`src/shared/mepp_map.vh`:
```
`ifndef MEPP_MAP_VH
`define MEPP_MAP_VH

// System clock and management clock timing
`define MEPP_SYS_PERIOD_NS   100
`define MEPP_MDC_HALF_NS     400
`define MEPP_MDC_HALF_CYC    (`MEPP_MDC_HALF_NS / `MEPP_SYS_PERIOD_NS)

// Positions inside the synchronised per-channel pin vector
`define MEPP_S_WIDTH         10
`define MEPP_S_RXCLK         0
`define MEPP_S_TXCLK         1
`define MEPP_S_NIB_LO        2
`define MEPP_S_DV            6
`define MEPP_S_ERR           7
`define MEPP_S_CRS           8
`define MEPP_S_COL           9

// Transmit sequencer states, one-hot
`define MEPP_TS_IDLE         3'h1
`define MEPP_TS_LOW          3'h2
`define MEPP_TS_HIGH         3'h4

// Management sequencer states, one-hot
`define MEPP_MS_IDLE         2'h1
`define MEPP_MS_RUN          2'h2

// Management frame layout, bit index counted from the first preamble bit
`define MEPP_MG_PRE_BITS     6'h20
`define MEPP_MG_TA_BIT       6'h2e
`define MEPP_MG_DATA_BIT     6'h30
`define MEPP_MG_LAST_BIT     6'h3f
`define MEPP_MG_START        2'h1
`define MEPP_MG_OP_READ      2'h2
`define MEPP_MG_OP_WRITE     2'h1
`define MEPP_MG_TURN         2'h2

// Reset values
`define MEPP_RST_NIB         4'h0
`define MEPP_RST_BYTE        8'h00
`define MEPP_RST_WORD16      16'h0000
`define MEPP_RST_MDO         1'b1

`endif

```
`src/mepp_sync.v`:
```
`timescale 1ns/1ps
`default_nettype none

// Three-stage synchroniser; a bit only moves once stages two and three agree
module mepp_sync #(
	parameter W = 1
) (
	input  wire         clk_sys,
	input  wire         reset_n,
	input  wire [W-1:0] d_in,
	output wire [W-1:0] q_out
);

	reg [W-1:0] s1_q;
	reg [W-1:0] s2_q;
	reg [W-1:0] s3_q;
	reg [W-1:0] filt_q;

	always @(posedge clk_sys or negedge reset_n) begin
		if (!reset_n) begin
			s1_q   <= {W{1'b0}};
			s2_q   <= {W{1'b0}};
			s3_q   <= {W{1'b0}};
			filt_q <= {W{1'b0}};
		end else begin
			s1_q   <= d_in;
			s2_q   <= s1_q;
			s3_q   <= s2_q;
			filt_q <= (~(s2_q ^ s3_q) & s3_q) | ((s2_q ^ s3_q) & filt_q);
		end
	end

	assign q_out = filt_q;

endmodule // mepp_sync

`default_nettype wire

```
`src/mepp_top.v`:
```
`timescale 1ns/1ps
`default_nettype none
`include "mepp_map.vh"

module mepp_top (
	input  wire        clk_sys,
	input  wire        reset_n,
	input  wire        eth0_collision_in,
	input  wire        eth0_carrier_in,
	input  wire        eth0_rx_clock,
	input  wire [3:0]  eth0_rx_nibble,
	input  wire        eth0_rx_valid,
	input  wire        eth0_rx_error,
	input  wire        eth0_tx_clock,
	output wire [3:0]  eth0_tx_nibble,
	output wire        eth0_tx_enable,
	output wire        eth0_tx_code_error,
	input  wire        eth1_collision_in,
	input  wire        eth1_carrier_in,
	input  wire        eth1_rx_clock,
	input  wire [3:0]  eth1_rx_nibble,
	input  wire        eth1_rx_valid,
	input  wire        eth1_rx_error,
	input  wire        eth1_tx_clock,
	output wire [3:0]  eth1_tx_nibble,
	output wire        eth1_tx_enable,
	output wire        eth1_tx_code_error,
	output wire [7:0]  eth0_rx_byte,
	output wire        eth0_rx_byte_valid,
	output wire        eth0_rx_frame_end,
	output wire        eth0_rx_frame_bad,
	input  wire [7:0]  eth0_tx_byte,
	input  wire        eth0_tx_byte_valid,
	input  wire        eth0_tx_byte_bad,
	output wire        eth0_tx_byte_ready,
	output wire        eth0_collision,
	output wire        eth0_carrier,
	output wire [7:0]  eth1_rx_byte,
	output wire        eth1_rx_byte_valid,
	output wire        eth1_rx_frame_end,
	output wire        eth1_rx_frame_bad,
	input  wire [7:0]  eth1_tx_byte,
	input  wire        eth1_tx_byte_valid,
	input  wire        eth1_tx_byte_bad,
	output wire        eth1_tx_byte_ready,
	output wire        eth1_collision,
	output wire        eth1_carrier,
	output wire        phy_mgmt_clock,
	input  wire        phy_mgmt_data_in,
	output wire        phy_mgmt_data_out,
	output wire        phy_mgmt_data_oe_n,
	input  wire        mgmt_start,
	input  wire        mgmt_read,
	input  wire [4:0]  mgmt_phy_addr,
	input  wire [4:0]  mgmt_reg_addr,
	input  wire [15:0] mgmt_wdata,
	output wire        mgmt_busy,
	output wire        mgmt_done,
	output wire [15:0] mgmt_rdata
);

	wire [19:0] pin_raw;
	wire [15:0] txb_in;
	wire [1:0]  txv_in;
	wire [1:0]  txe_in;

	assign pin_raw = {eth1_collision_in, eth1_carrier_in, eth1_rx_error,
		eth1_rx_valid, eth1_rx_nibble, eth1_tx_clock, eth1_rx_clock,
		eth0_collision_in, eth0_carrier_in, eth0_rx_error,
		eth0_rx_valid, eth0_rx_nibble, eth0_tx_clock, eth0_rx_clock};
	assign txb_in = {eth1_tx_byte, eth0_tx_byte};
	assign txv_in = {eth1_tx_byte_valid, eth0_tx_byte_valid};
	assign txe_in = {eth1_tx_byte_bad, eth0_tx_byte_bad};

	////////////////////////////////////////////////////////////////////////
	// Ethernet channels
	genvar i;
	generate
		for (i = 0; i < 2; i = i + 1) begin : g_ch
			wire [9:0] s;
			wire       rx_fall;
			wire       tx_rise;
			wire       take;
			wire       load;
			reg        hfull_d;
			reg        rxc_q, txc_q, col_q, crs_q;
			reg        dv_q, half_q, bad_q, bvalid_q, end_q, fbad_q;
			reg  [3:0] lo_q;
			reg  [7:0] byte_q;
			reg  [7:0] hold_q;
			reg        hbad_q, hfull_q, ready_q;
			reg  [3:0] hi_q;
			reg        cbad_q;
			reg  [2:0] ts_q;
			reg  [3:0] nib_q;
			reg        en_q, er_q;

			mepp_sync #(
				.W(`MEPP_S_WIDTH)
			) u_sync (
				.clk_sys (clk_sys),
				.reset_n (reset_n),
				.d_in    (pin_raw[i*10 +: 10]),
				.q_out   (s)
			);

			// sample on the falling receive edge, mid-nibble
			assign rx_fall = rxc_q & ~s[`MEPP_S_RXCLK];
			// launch just after the rising transmit edge
			assign tx_rise = ~txc_q & s[`MEPP_S_TXCLK];
			assign take    = txv_in[i] & ready_q;
			assign load    = tx_rise & hfull_q & ~ts_q[1];

			always @* begin
				hfull_d = hfull_q;
				if (take)
					hfull_d = 1'b1;
				else if (load)
					hfull_d = 1'b0;
			end

			always @(posedge clk_sys or negedge reset_n) begin
				if (!reset_n) begin
					rxc_q    <= 1'b0;
					txc_q    <= 1'b0;
					col_q    <= 1'b0;
					crs_q    <= 1'b0;
					dv_q     <= 1'b0;
					half_q   <= 1'b0;
					bad_q    <= 1'b0;
					bvalid_q <= 1'b0;
					end_q    <= 1'b0;
					fbad_q   <= 1'b0;
					lo_q     <= `MEPP_RST_NIB;
					byte_q   <= `MEPP_RST_BYTE;
				end else begin
					rxc_q    <= s[`MEPP_S_RXCLK];
					txc_q    <= s[`MEPP_S_TXCLK];
					col_q    <= s[`MEPP_S_COL];
					crs_q    <= s[`MEPP_S_CRS];
					bvalid_q <= 1'b0;
					end_q    <= 1'b0;
					if (rx_fall) begin
						dv_q <= s[`MEPP_S_DV];
						if (s[`MEPP_S_DV]) begin
							if (!half_q) begin
								lo_q   <= s[`MEPP_S_NIB_LO +: 4];
								half_q <= 1'b1;
							end else begin
								byte_q   <= {s[`MEPP_S_NIB_LO +: 4], lo_q};
								bvalid_q <= 1'b1;
								half_q   <= 1'b0;
							end
							if (s[`MEPP_S_ERR])
								bad_q <= 1'b1;
						end else begin
							// Odd trailing nibble is dropped here
							half_q <= 1'b0;
							if (dv_q) begin
								end_q  <= 1'b1;
								fbad_q <= bad_q;
								bad_q  <= 1'b0;
							end
						end
					end
				end
			end

			always @(posedge clk_sys or negedge reset_n) begin
				if (!reset_n) begin
					hold_q  <= `MEPP_RST_BYTE;
					hbad_q  <= 1'b0;
					hfull_q <= 1'b0;
					ready_q <= 1'b0;
					hi_q    <= `MEPP_RST_NIB;
					cbad_q  <= 1'b0;
					ts_q    <= `MEPP_TS_IDLE;
					nib_q   <= `MEPP_RST_NIB;
					en_q    <= 1'b0;
					er_q    <= 1'b0;
				end else begin
					hfull_q <= hfull_d;
					// One-byte holding stage is the only back-pressure
					ready_q <= ~hfull_d;
					if (take) begin
						hold_q <= txb_in[i*8 +: 8];
						hbad_q <= txe_in[i];
					end
					if (tx_rise) begin
						case (ts_q)
						`MEPP_TS_IDLE, `MEPP_TS_HIGH: begin
							if (hfull_q) begin
								nib_q  <= hold_q[3:0];
								hi_q   <= hold_q[7:4];
								cbad_q <= hbad_q;
								er_q   <= hbad_q;
								en_q   <= 1'b1;
								ts_q   <= `MEPP_TS_LOW;
							end else begin
								nib_q <= `MEPP_RST_NIB;
								en_q  <= 1'b0;
								er_q  <= 1'b0;
								ts_q  <= `MEPP_TS_IDLE;
							end
						end
						`MEPP_TS_LOW: begin
							nib_q <= hi_q;
							er_q  <= cbad_q;
							en_q  <= 1'b1;
							ts_q  <= `MEPP_TS_HIGH;
						end
						default: begin
							en_q <= 1'b0;
							er_q <= 1'b0;
							ts_q <= `MEPP_TS_IDLE;
						end
						endcase
					end
				end
			end
		end
	endgenerate

	assign eth0_tx_nibble     = g_ch[0].nib_q;
	assign eth0_tx_enable     = g_ch[0].en_q;
	assign eth0_tx_code_error = g_ch[0].er_q;
	assign eth0_tx_byte_ready = g_ch[0].ready_q;
	assign eth0_rx_byte       = g_ch[0].byte_q;
	assign eth0_rx_byte_valid = g_ch[0].bvalid_q;
	assign eth0_rx_frame_end  = g_ch[0].end_q;
	assign eth0_rx_frame_bad  = g_ch[0].fbad_q;
	assign eth0_collision     = g_ch[0].col_q;
	assign eth0_carrier       = g_ch[0].crs_q;
	assign eth1_tx_nibble     = g_ch[1].nib_q;
	assign eth1_tx_enable     = g_ch[1].en_q;
	assign eth1_tx_code_error = g_ch[1].er_q;
	assign eth1_tx_byte_ready = g_ch[1].ready_q;
	assign eth1_rx_byte       = g_ch[1].byte_q;
	assign eth1_rx_byte_valid = g_ch[1].bvalid_q;
	assign eth1_rx_frame_end  = g_ch[1].end_q;
	assign eth1_rx_frame_bad  = g_ch[1].fbad_q;
	assign eth1_collision     = g_ch[1].col_q;
	assign eth1_carrier       = g_ch[1].crs_q;

	////////////////////////////////////////////////////////////////////////
	// PHY management port
	wire        mdi_s;
	wire        tick;
	wire [5:0]  nb;
	wire [31:0] half_last;
	reg  [1:0]  ms_q;
	reg  [3:0]  div_q;
	reg         mdc_q, mdo_q, oe_n_q, rd_q, busy_q, done_q;
	reg  [5:0]  bit_q;
	reg  [31:0] word_q;
	reg  [15:0] rdata_q;

	mepp_sync #(
		.W(1)
	) u_mdi_sync (
		.clk_sys (clk_sys),
		.reset_n (reset_n),
		.d_in    (phy_mgmt_data_in),
		.q_out   (mdi_s)
	);

	assign half_last = `MEPP_MDC_HALF_CYC - 1;
	assign tick      = (div_q == half_last[3:0]);
	assign nb   = bit_q + 6'h01;

	always @(posedge clk_sys or negedge reset_n) begin
		if (!reset_n) begin
			ms_q    <= `MEPP_MS_IDLE;
			div_q   <= 4'h0;
			mdc_q   <= 1'b0;
			mdo_q   <= `MEPP_RST_MDO;
			oe_n_q  <= 1'b1;
			rd_q    <= 1'b0;
			busy_q  <= 1'b0;
			done_q  <= 1'b0;
			bit_q   <= 6'h00;
			word_q  <= 32'h00000000;
			rdata_q <= `MEPP_RST_WORD16;
		end else begin
			done_q <= 1'b0;
			case (ms_q)
			`MEPP_MS_IDLE: begin
				mdc_q  <= 1'b0;
				div_q  <= 4'h0;
				if (mgmt_start) begin
					word_q <= {`MEPP_MG_START,
						mgmt_read ? `MEPP_MG_OP_READ : `MEPP_MG_OP_WRITE,
						mgmt_phy_addr, mgmt_reg_addr, `MEPP_MG_TURN,
						mgmt_read ? `MEPP_RST_WORD16 : mgmt_wdata};
					rd_q   <= mgmt_read;
					bit_q  <= 6'h00;
					busy_q <= 1'b1;
					mdo_q  <= 1'b1;
					oe_n_q <= 1'b0;
					ms_q   <= `MEPP_MS_RUN;
				end
			end
			`MEPP_MS_RUN: begin
				div_q <= tick ? 4'h0 : div_q + 4'h1;
				if (tick) begin
					if (!mdc_q) begin
						mdc_q <= 1'b1;
						if (rd_q && bit_q >= `MEPP_MG_DATA_BIT)
							rdata_q <= {rdata_q[14:0], mdi_s};
					end else begin
						mdc_q <= 1'b0;
						if (bit_q == `MEPP_MG_LAST_BIT) begin
							busy_q <= 1'b0;
							done_q <= 1'b1;
							oe_n_q <= 1'b1;
							mdo_q  <= `MEPP_RST_MDO;
							ms_q   <= `MEPP_MS_IDLE;
						end else begin
							bit_q <= nb;
							if (nb >= `MEPP_MG_PRE_BITS) begin
								mdo_q  <= word_q[31];
								word_q <= {word_q[30:0], 1'b0};
							end
							// Release the line for the PHY's turnaround
							oe_n_q <= rd_q && (nb >= `MEPP_MG_TA_BIT);
						end
					end
				end
			end
			default: begin
				busy_q <= 1'b0;
				oe_n_q <= 1'b1;
				ms_q   <= `MEPP_MS_IDLE;
			end
			endcase
		end
	end

	assign phy_mgmt_clock     = mdc_q;
	assign phy_mgmt_data_out  = mdo_q;
	assign phy_mgmt_data_oe_n = oe_n_q;
	assign mgmt_busy          = busy_q;
	assign mgmt_done          = done_q;
	assign mgmt_rdata         = rdata_q;

endmodule // mepp_top

`default_nettype wire

```
`config.mk`:
```
export PLATFORM = sky130hd
export DESIGN_NAME = mepp_top
export DESIGN_NICKNAME = d
export VERILOG_FILES = /design/src/mepp_sync.v /design/src/mepp_top.v
export VERILOG_INCLUDE_DIRS = /design/src /design/src/shared
export SDC_FILE = /design/constraint.sdc
export NUM_CORES = 1
export LEC_CHECK = 0
export BUFFER_PORTS_ARGS = -buffer_cell sky130_fd_sc_hd__buf_2
export CAP_MARGIN = 20
export CORE_MARGIN = 2
export CORE_UTILIZATION = 30
export DETAILED_ROUTE_END_ITERATION = 12
export PLACE_DENSITY = 0.49
export SYNTH_ARGS = -nofsm -noshare
export SYNTH_HDL_FRONTEND = slang
export SYNTH_SLANG_ARGS = --single-unit
```
`constraint.sdc`:
```
create_clock -name clk_sys -period 2 [get_ports clk_sys]
set_input_delay 0.2 -clock clk_sys [delete_from_list [all_inputs] [get_ports clk_sys]]
set_output_delay 0.2 -clock clk_sys [all_outputs]
set_load 0.01 [all_outputs]
```
==> summary.txt, run 1 <==
Run status
  – Outcome: complete, no violations

Clock network
  – Clk Latency, worst-skew pair: 0.53 ns
  – CTS tree: yes
  – Clock sinks: 243
  – Clock Pin Slew Worst Setup and Hold Paths: 0.06 ns
  – Longest Clk Path Bufs: 3
  – H-tree depth: 1
  – CTS root buffer: clkbuf_16
  – CTS Buf Count: 28

Placement
  – Number of buffers added on ports: 131
  – RD Place Congestion: 0.788
  – DP Wirelength: 12.4 mm
  – Cell Area, Placed: 10,600 um2
  – Pre-CTS setup slack: -0.0585 ns

Setup path
  – Worst path required time: 2.42 ns
  – Crit-path max cell delay: 0.56 ns
  – Critical path peak fanout: 7
  – Critical Path, Cell by Cell: inv_1 -> ha_2 -> mux2i_4 -> nor2_2 -> a41o_2 -> clkbuf_16 -> mux2_4
  – CP Capture Type: flip-flop
  – CP Launch Type: flip-flop
  – CP Class: reg2reg
  – Slowest cell on crit path: dfstp_2
  – R2r setup slk: 0.03 ns
  – Worst path arrival time: 2.39 ns

Logic synthesis
  – Synthesized area: 9220 um2
  – Synth Area in XOR/XNOR: 0.380%
  – Sequential share of the synthesized area: 66.0%
  – Post-synth EDFFs: 0
  – Adder-Cell Fraction of Synth Area: 3.07%
  – FF+latch count, synth: 243
  – Avg Cell Area, Syn: 13.9 um2
  – Mapped Cells: 661
  – Main combinational cell family by area after synthesis: multiplexers
  – Post-synth top area cell: dfrtp_1
  – Post-synthesis net count: 737
  – Top post-synthesis cells by area: dfrtp_1 (65%), mux2_2 (9.2%), maj3_1 (2.4%)
  – Prevailing post-synth register cell: dfrtp_1
  – Synth unique cells: 63
  – Post-synthesis compound-gate area fraction: 9.04%
  – Mux cell area share after synthesis: 11.2%
  – Simple-Gate Fraction of Synth Area: 8.06%
  – Yosys warns: 0
  – Area share of the largest cell type after synthesis: 64.6%
  – Post-synth ARST share: 100%

STA
  – Final setup viols: 0
  – Worst hold margin: 0.0304 ns
  – Period utilization: 98.3%
  – Max_slew headroom: 57.8%
  – Final min period: 1.97 ns
  – F_max: 508 MHz
  – Final hold vios: 0
  – Clock Skew: 0.0108 ns
  – Max Slew Vio Count: 0
  – Setup ws final: 0.0334 ns
  – Slew @ Worst Pin: 0.632 ns
  – Setup TNS: 0 ns

GRT
  – All-layer global routing usage: 11.8%
  – Pin count of the biggest net entering global routing: 75
  – First-pass GRT wire length: 31.1 mm
  – Grt ovf: 0
  – Vias in the first global route: 5,964
  – Initial antenna violation count: 0

Detailed routing
  – Via density: 4.48
  – Post-detailed-route wirelength per cell: 14.4 um
  – Remaining DRCs: 0
  – Drt first pass iters: 4
  – Initial DRC Count: 277
  – DR vias: 5,907
  – Routed WL: 19.0 mm
  – Detail Route Antenna Nets: 0

Die
  – Core box area: 30,400 um2
  – Die area: 32,200 um2
  – Die height: 179 um
  – Cell row count: 64
  – Die W: 179 um
  – I/O pin cnt: 132
  – Initial Util: 30.3%

Layout
  – Final instance area: 12,300 um2
  – Nets@finish: 977
  – # fillers: 2,891
  – Reg area: 6090 um2
  – N_diodes: 0
  – Share of layout cells above drive strength 1: 35.4%
  – Area of the multi-input gates: 2970 um2
  – Syn-to-layout area delta: 33.6%

Pwr
  – Power Density: 1150 nW/um2
  – Peak VDD IR: 0.538 mV
  – P_leak: 0.00580 uW
  – Total power: 14,100 uW

Min path
  – Worst hold path class: in2reg

Flow run
  – MaxCap Viol Count: 0
==> Yosys cell counts, types with 4 or more instances <==
library cell / number
nand3_1: 13
clkbuf_1: 9
a221o_1: 11
mux2_4: 10
dfstp_2: 5
ha_1: 5
a21boi_0: 4
buf_2: 5
nand4_1: 4
mux2i_1: 4
and3_1: 17
nor2_1: 21
nand2_1: 38
nor2b_1: 7
inv_1: 19
a22o_1: 18
dfrtp_1: 238
a21oi_1: 26
a31oi_1: 7
maj3_1: 22
mux2_2: 75
nand2b_1: 15
o21ai_0: 29
==> routing by layer <==
layer	GRT usage (%)	vias to the layer above	part of all wire [%]
li1	-	2863	-
met1	16.9	2885	48
met2	18.2	125	44
met3	2.44	34	5.4
met4	3.39	0	2.2
met5	0	-	0
==> where the power goes <==
part	switching [uW]	internal [uW]	total (uW)	leakage, uW
combinational	967	1120	2090	0.00229
clock	2050	3580	5640	0.000507
sequential	550	5840	6390	0.00301
==> flip-flops by register name, summed over array words and instances (netlist names), 8 cells and up, named ones only <==
signal and flops:
eth0_rx_byte 8, eth1_rx_byte 8, g_ch.hi_q 8, g_ch.hold_q 16, g_ch.lo_q 8, g_ch.u_sync.s1_q 20
g_ch.u_sync.s2_q 20, g_ch.u_sync.s3_q 20, mgmt_rdata 16, word_q 32
==> what timing repair did <==
action                     in CTS  in global routing
cloned                          0                  1
gates resized for setup         1                  2
setup endpoints to repair      15                 16
hold endpoints to repair      121                  0
pin swaps                       0                  0
hold buffers                   61                  0
setup buffers                   0                  2
==> area by class of cell <==
type	count	share of cell area (%)
Sequential cell	243	49.4
Clock inverter	15	2.02
Tap cell	396	4.02
Inverter	19	0.579
Timing Repair Buffer	232	13.4
Clock buffer	37	6.46
Multi-Input combinational cell	377	24.1
==> stage by stage <==
step | instances | util (%)
after floorplan | 661 | -
after global placement | 1203 | 34.9
after detailed placement | 1203 | 34.9
after CTS | 1316 | 40.3
after global routing | 1319 | 40.5
final | 1319 | 40.5
==> kinds of logic after synthesis <==
group | after synthesis
flip-flops | 243
AND/OR/NAND/NOR | 138
AO/OA/AOI/OAI | 119
multiplexers | 89
buffers and inverters | 41
adder cells (fa/ha/maj) | 27
XOR/XNOR | 4
==> worst max-delay path, delay by kind of cell (launching register included) <==
family / cells / cell delay (ns)
compound gates: 1 / 0.29
buf+inv: 2 / 0.23
simple gates: 1 / 0.08
fa+ha+maj: 1 / 0.22
flops: 1 / 0.56
mux: 2 / 0.48
==> layout by cell type, fill, tap and decap left out, drive strengths merged, types with 4 or more instances in the layout <==
cell,instances
a21boi,4
a21oi,26
a221o,11
a22o,18
a31oi,7
and3,17
buf,170
bufinv,6
clkbuf,38
clkinv,6
dfrtp,238
dfstp,5
dlygate4sd3,61
ha,5
inv,20
maj3,22
mux2,85
mux2i,4
nand2,38
nand2b,15
nand3,13
nand4,5
nor2,21
nor2b,7
o21ai,29
==> worst paths after layout <==
kind	start	endpoint	cells past startpoint
max	ms_q[0]$_DFFE_PN1P_	word_q[12]$_DFFE_PN0P_	7
min	mgmt_phy_addr[4]	word_q[27]$_DFFE_PN0P_	3
max reg2reg	ms_q[0]$_DFFE_PN1P_	word_q[12]$_DFFE_PN0P_	7
min reg2reg	g_ch[0].u_sync.s1_q[2]$_DFF_PN0_	g_ch[0].u_sync.s2_q[2]$_DFF_PN0_	0
max in group asynchronous	reset_n	word_q[1]$_DFFE_PN0P_	3
min in group asynchronous	reset_n	eth0_carrier$_DFF_PN0_	2
Power figures use the tool's default switching activity.
==> inputs of run 2 (changes only) <==
Settings changed: CORE_MARGIN 2 to 5, PLACE_DENSITY 0.49 to default, PLACE_DENSITY_LB_ADDON from default to 0.1.
==> summary.txt, run 2 (synthesized netlist as in run 1, its figures left out) <==
Clock network
  – CTS tree: yes
  – Clock Pin Slew Worst Setup and Hold Paths: 0.06 ns (about the same)
  – Longest Clk Path Bufs: 3 (unchanged)
  – Clock sinks: 243 (unchanged)
  – H-tree depth: 1 (unchanged)
  – Clk Latency, worst-skew pair: 0.52 ns (about the same)
  – CTS Buf Count: 27 (-3.6%)
  – CTS root buffer: clkbuf_16

Detailed routing
  – Drt first pass iters: 5 (+1)
  – DR vias: 5,993 (+1.5%)
  – Post-detailed-route wirelength per cell: 14.8 um (+2.5%)
  – Via density: 4.58 (+2.3%)
  – Routed WL: 19.4 mm (+1.7%)
  – Remaining DRCs: 0 (unchanged)
  – Detail Route Antenna Nets: 0 (unchanged)
  – Initial DRC Count: 250 (-9.7%)

Pwr
  – Peak VDD IR: 0.619 mV (+15%)
  – Sw Ratio: 24.7% (-0.65 points)
  – Comb pwr share: 14.5% (-0.3 points)
  – Switching Power: 3430 uW (-4.0%)
  – Reg power frac: 46.1% (+0.8 points)
  – Power Density: 1140 nW/um2 (-0.65%)
  – Total power: 13,900 uW (-1.4%)
  – Int Power: 10,500 uW (-0.59%)
  – Clock share of power: 39.4% (-0.5 points)
  – P_leak: 0.00575 uW (-0.93%)

GRT
  – All-layer global routing usage: 11.4% (-0.38 points)
  – Initial antenna violation count: 0 (unchanged)
  – Grt ovf: 0 (unchanged)
  – First-pass GRT wire length: 32.7 mm (+5.1%)
  – Pin count of the biggest net entering global routing: 71 (-5.3%)
  – Vias in the first global route: 6,331 (+6.2%)

Die
  – Die W: 185 um (+3.3%)
  – Cell row count: 64 (unchanged)
  – Core box area: 30,400 um2 (unchanged)
  – Initial Util: 30.3% (unchanged)
  – I/O pin cnt: 132 (unchanged)
  – Die height: 185 um (+3.3%)
  – Die area: 34,300 um2 (+6.8%)

Layout
  – Final Util: 40.2% (-0.32 points)
  – Commonest cells after routing, fill and taps aside: dfrtp_1 (238), buf_2 (130), mux2_2 (75)
  – Share of layout cells above drive strength 1: 35.6% (+0.21 points)
  – Nets@finish: 967 (-1.0%)
  – Largest register by flop count: word_q
  – Syn-to-layout area delta: 32.6%
  – N_diodes: 0 (unchanged)
  – Max reg flops: 32 (unchanged)
  – Most common cell after layout, fill and taps aside: dfrtp_1

STA
  – Period utilization: 99.1% (+0.76 points)
  – RSZ-0062 raised after global routing: yes
  – Max Slew Vio Count: 0 (unchanged)
  – Setup ws final: 0.0182 ns (-0.0151 ns)
  – Max_slew headroom: 57.6% (-0.20 points)
  – Final hold vios: 0 (unchanged)
  – F_max: 505 MHz (-0.76%)
  – Slew @ Worst Pin: 0.635 ns (+0.00299 ns)
  – Setup TNS: 0 ns (unchanged)
  – Final setup viols: 0 (unchanged)
  – Clock Skew: 0.0112 ns (+0.000383 ns)
  – Final min period: 1.98 ns (+0.0151 ns)

Run status
  – Outcome: complete, no violations

Placement
  – Pre-CTS setup slack: -0.184 ns (-0.126 ns)
  – RD Place Congestion: 0.752 (-4.7%)
  – DP Wirelength: 13.4 mm (+7.6%)
  – Number of buffers added on ports: 131 (unchanged)

Setup path
  – CP Class: reg2reg
  – Critical path peak fanout: 7 (unchanged)
  – CP Launch Type: flip-flop
  – Worst path arrival time: 2.38 ns (about the same)
  – Worst path required time: 2.40 ns (-0.02 ns)
  – CP Capture Type: flip-flop

Min path
  – Worst hold path class: in2reg

Flow run
  – MaxCap Viol Count: 0 (unchanged)
## run 2: cell type report
| class | count | area [um2] |
|---|---|---|
| Clock buffer | 39 | 801 |
| Multi-Input combinational cell | 377 | 2990 |
| Timing Repair Buffer | 223 | 1570 |
| Sequential cell | 243 | 6090 |
| Fill cell | 2905 | 18200 |
| Inverter | 19 | 71.3 |
| Clock inverter | 11 | 211 |
| Tap cell | 396 | 495 |
## run 2: path summary, 6_finish.rpt
check,from,endpoint,cells after the start,slack (ns)
max in group asynchronous,reset_n,async pin,3,1.11
min in group asynchronous,reset_n,g_ch[0].u_sync.s1_q[1]$_DFF_PN0_,2,0.16
min,mgmt_wdata[12],word_q[12]$_DFFE_PN0P_,3,0.04
max reg2reg,ms_q[0]$_DFFE_PN1P_,word_q[11]$_DFFE_PN0P_,6,0.02
max,ms_q[0]$_DFFE_PN1P_,word_q[11]$_DFFE_PN0P_,6,0.02
min reg2reg,g_ch[1].u_sync.s1_q[5]$_DFF_PN0_,g_ch[1].u_sync.s2_q[5]$_DFF_PN0_,0,0.34
## run 2: timing repair
item / 4_1_cts / 5_1_grt
hold endpoints to repair: 258 / 0
setup buffers: 0 / 8
cloned: 0 / 1
setup endpoints to repair: 15 / 19
hold buffers: 53 / 0
pin swaps: 0 / 1
gates resized for setup: 2 / 7
## run 2: layer usage
metal | routed length (um) | global-route usage, % | up-vias
met3 | 822 | 2.24 | 29
met5 | 0 | 0 | -
met2 | 9210 | 18.5 | 103
li1 | - | - | 2851
met1 | 8820 | 15.7 | 3010
met4 | 500 | 3.23 | 0
## run 2: critical path: stages, from the launching register on
cell and delay (ns):
dfstp_2 0.57, ha_4 0.17, mux2i_4 0.27, nor2_2 0.08, a41o_2 0.29, clkbuf_16 0.18, mux2_4 0.29
## run 2: stage by stage
stage / area (um2) / hold slack (ns) / instances
after floorplan: 9270 / -0.0956 / 661
after global placement: 10600 / 0.115 / 1196
after detailed placement: 10600 / 0.118 / 1196
after CTS: 12100 / 0.0000806 / 1299
after global routing: 12200 / 0.00901 / 1308
final: 12200 / 0.0417 / 1308
## run 2: power groups by stage
stage                     sequential [uW]  clock, uW  combinational [uW]
final                                6410       5480                2020
after global routing                 6530       5910                2280
after CTS                            6430       5700                2080
after detailed placement             6520          0                1990
after global placement               6470          0                1960
after floorplan                      6480          0                1110
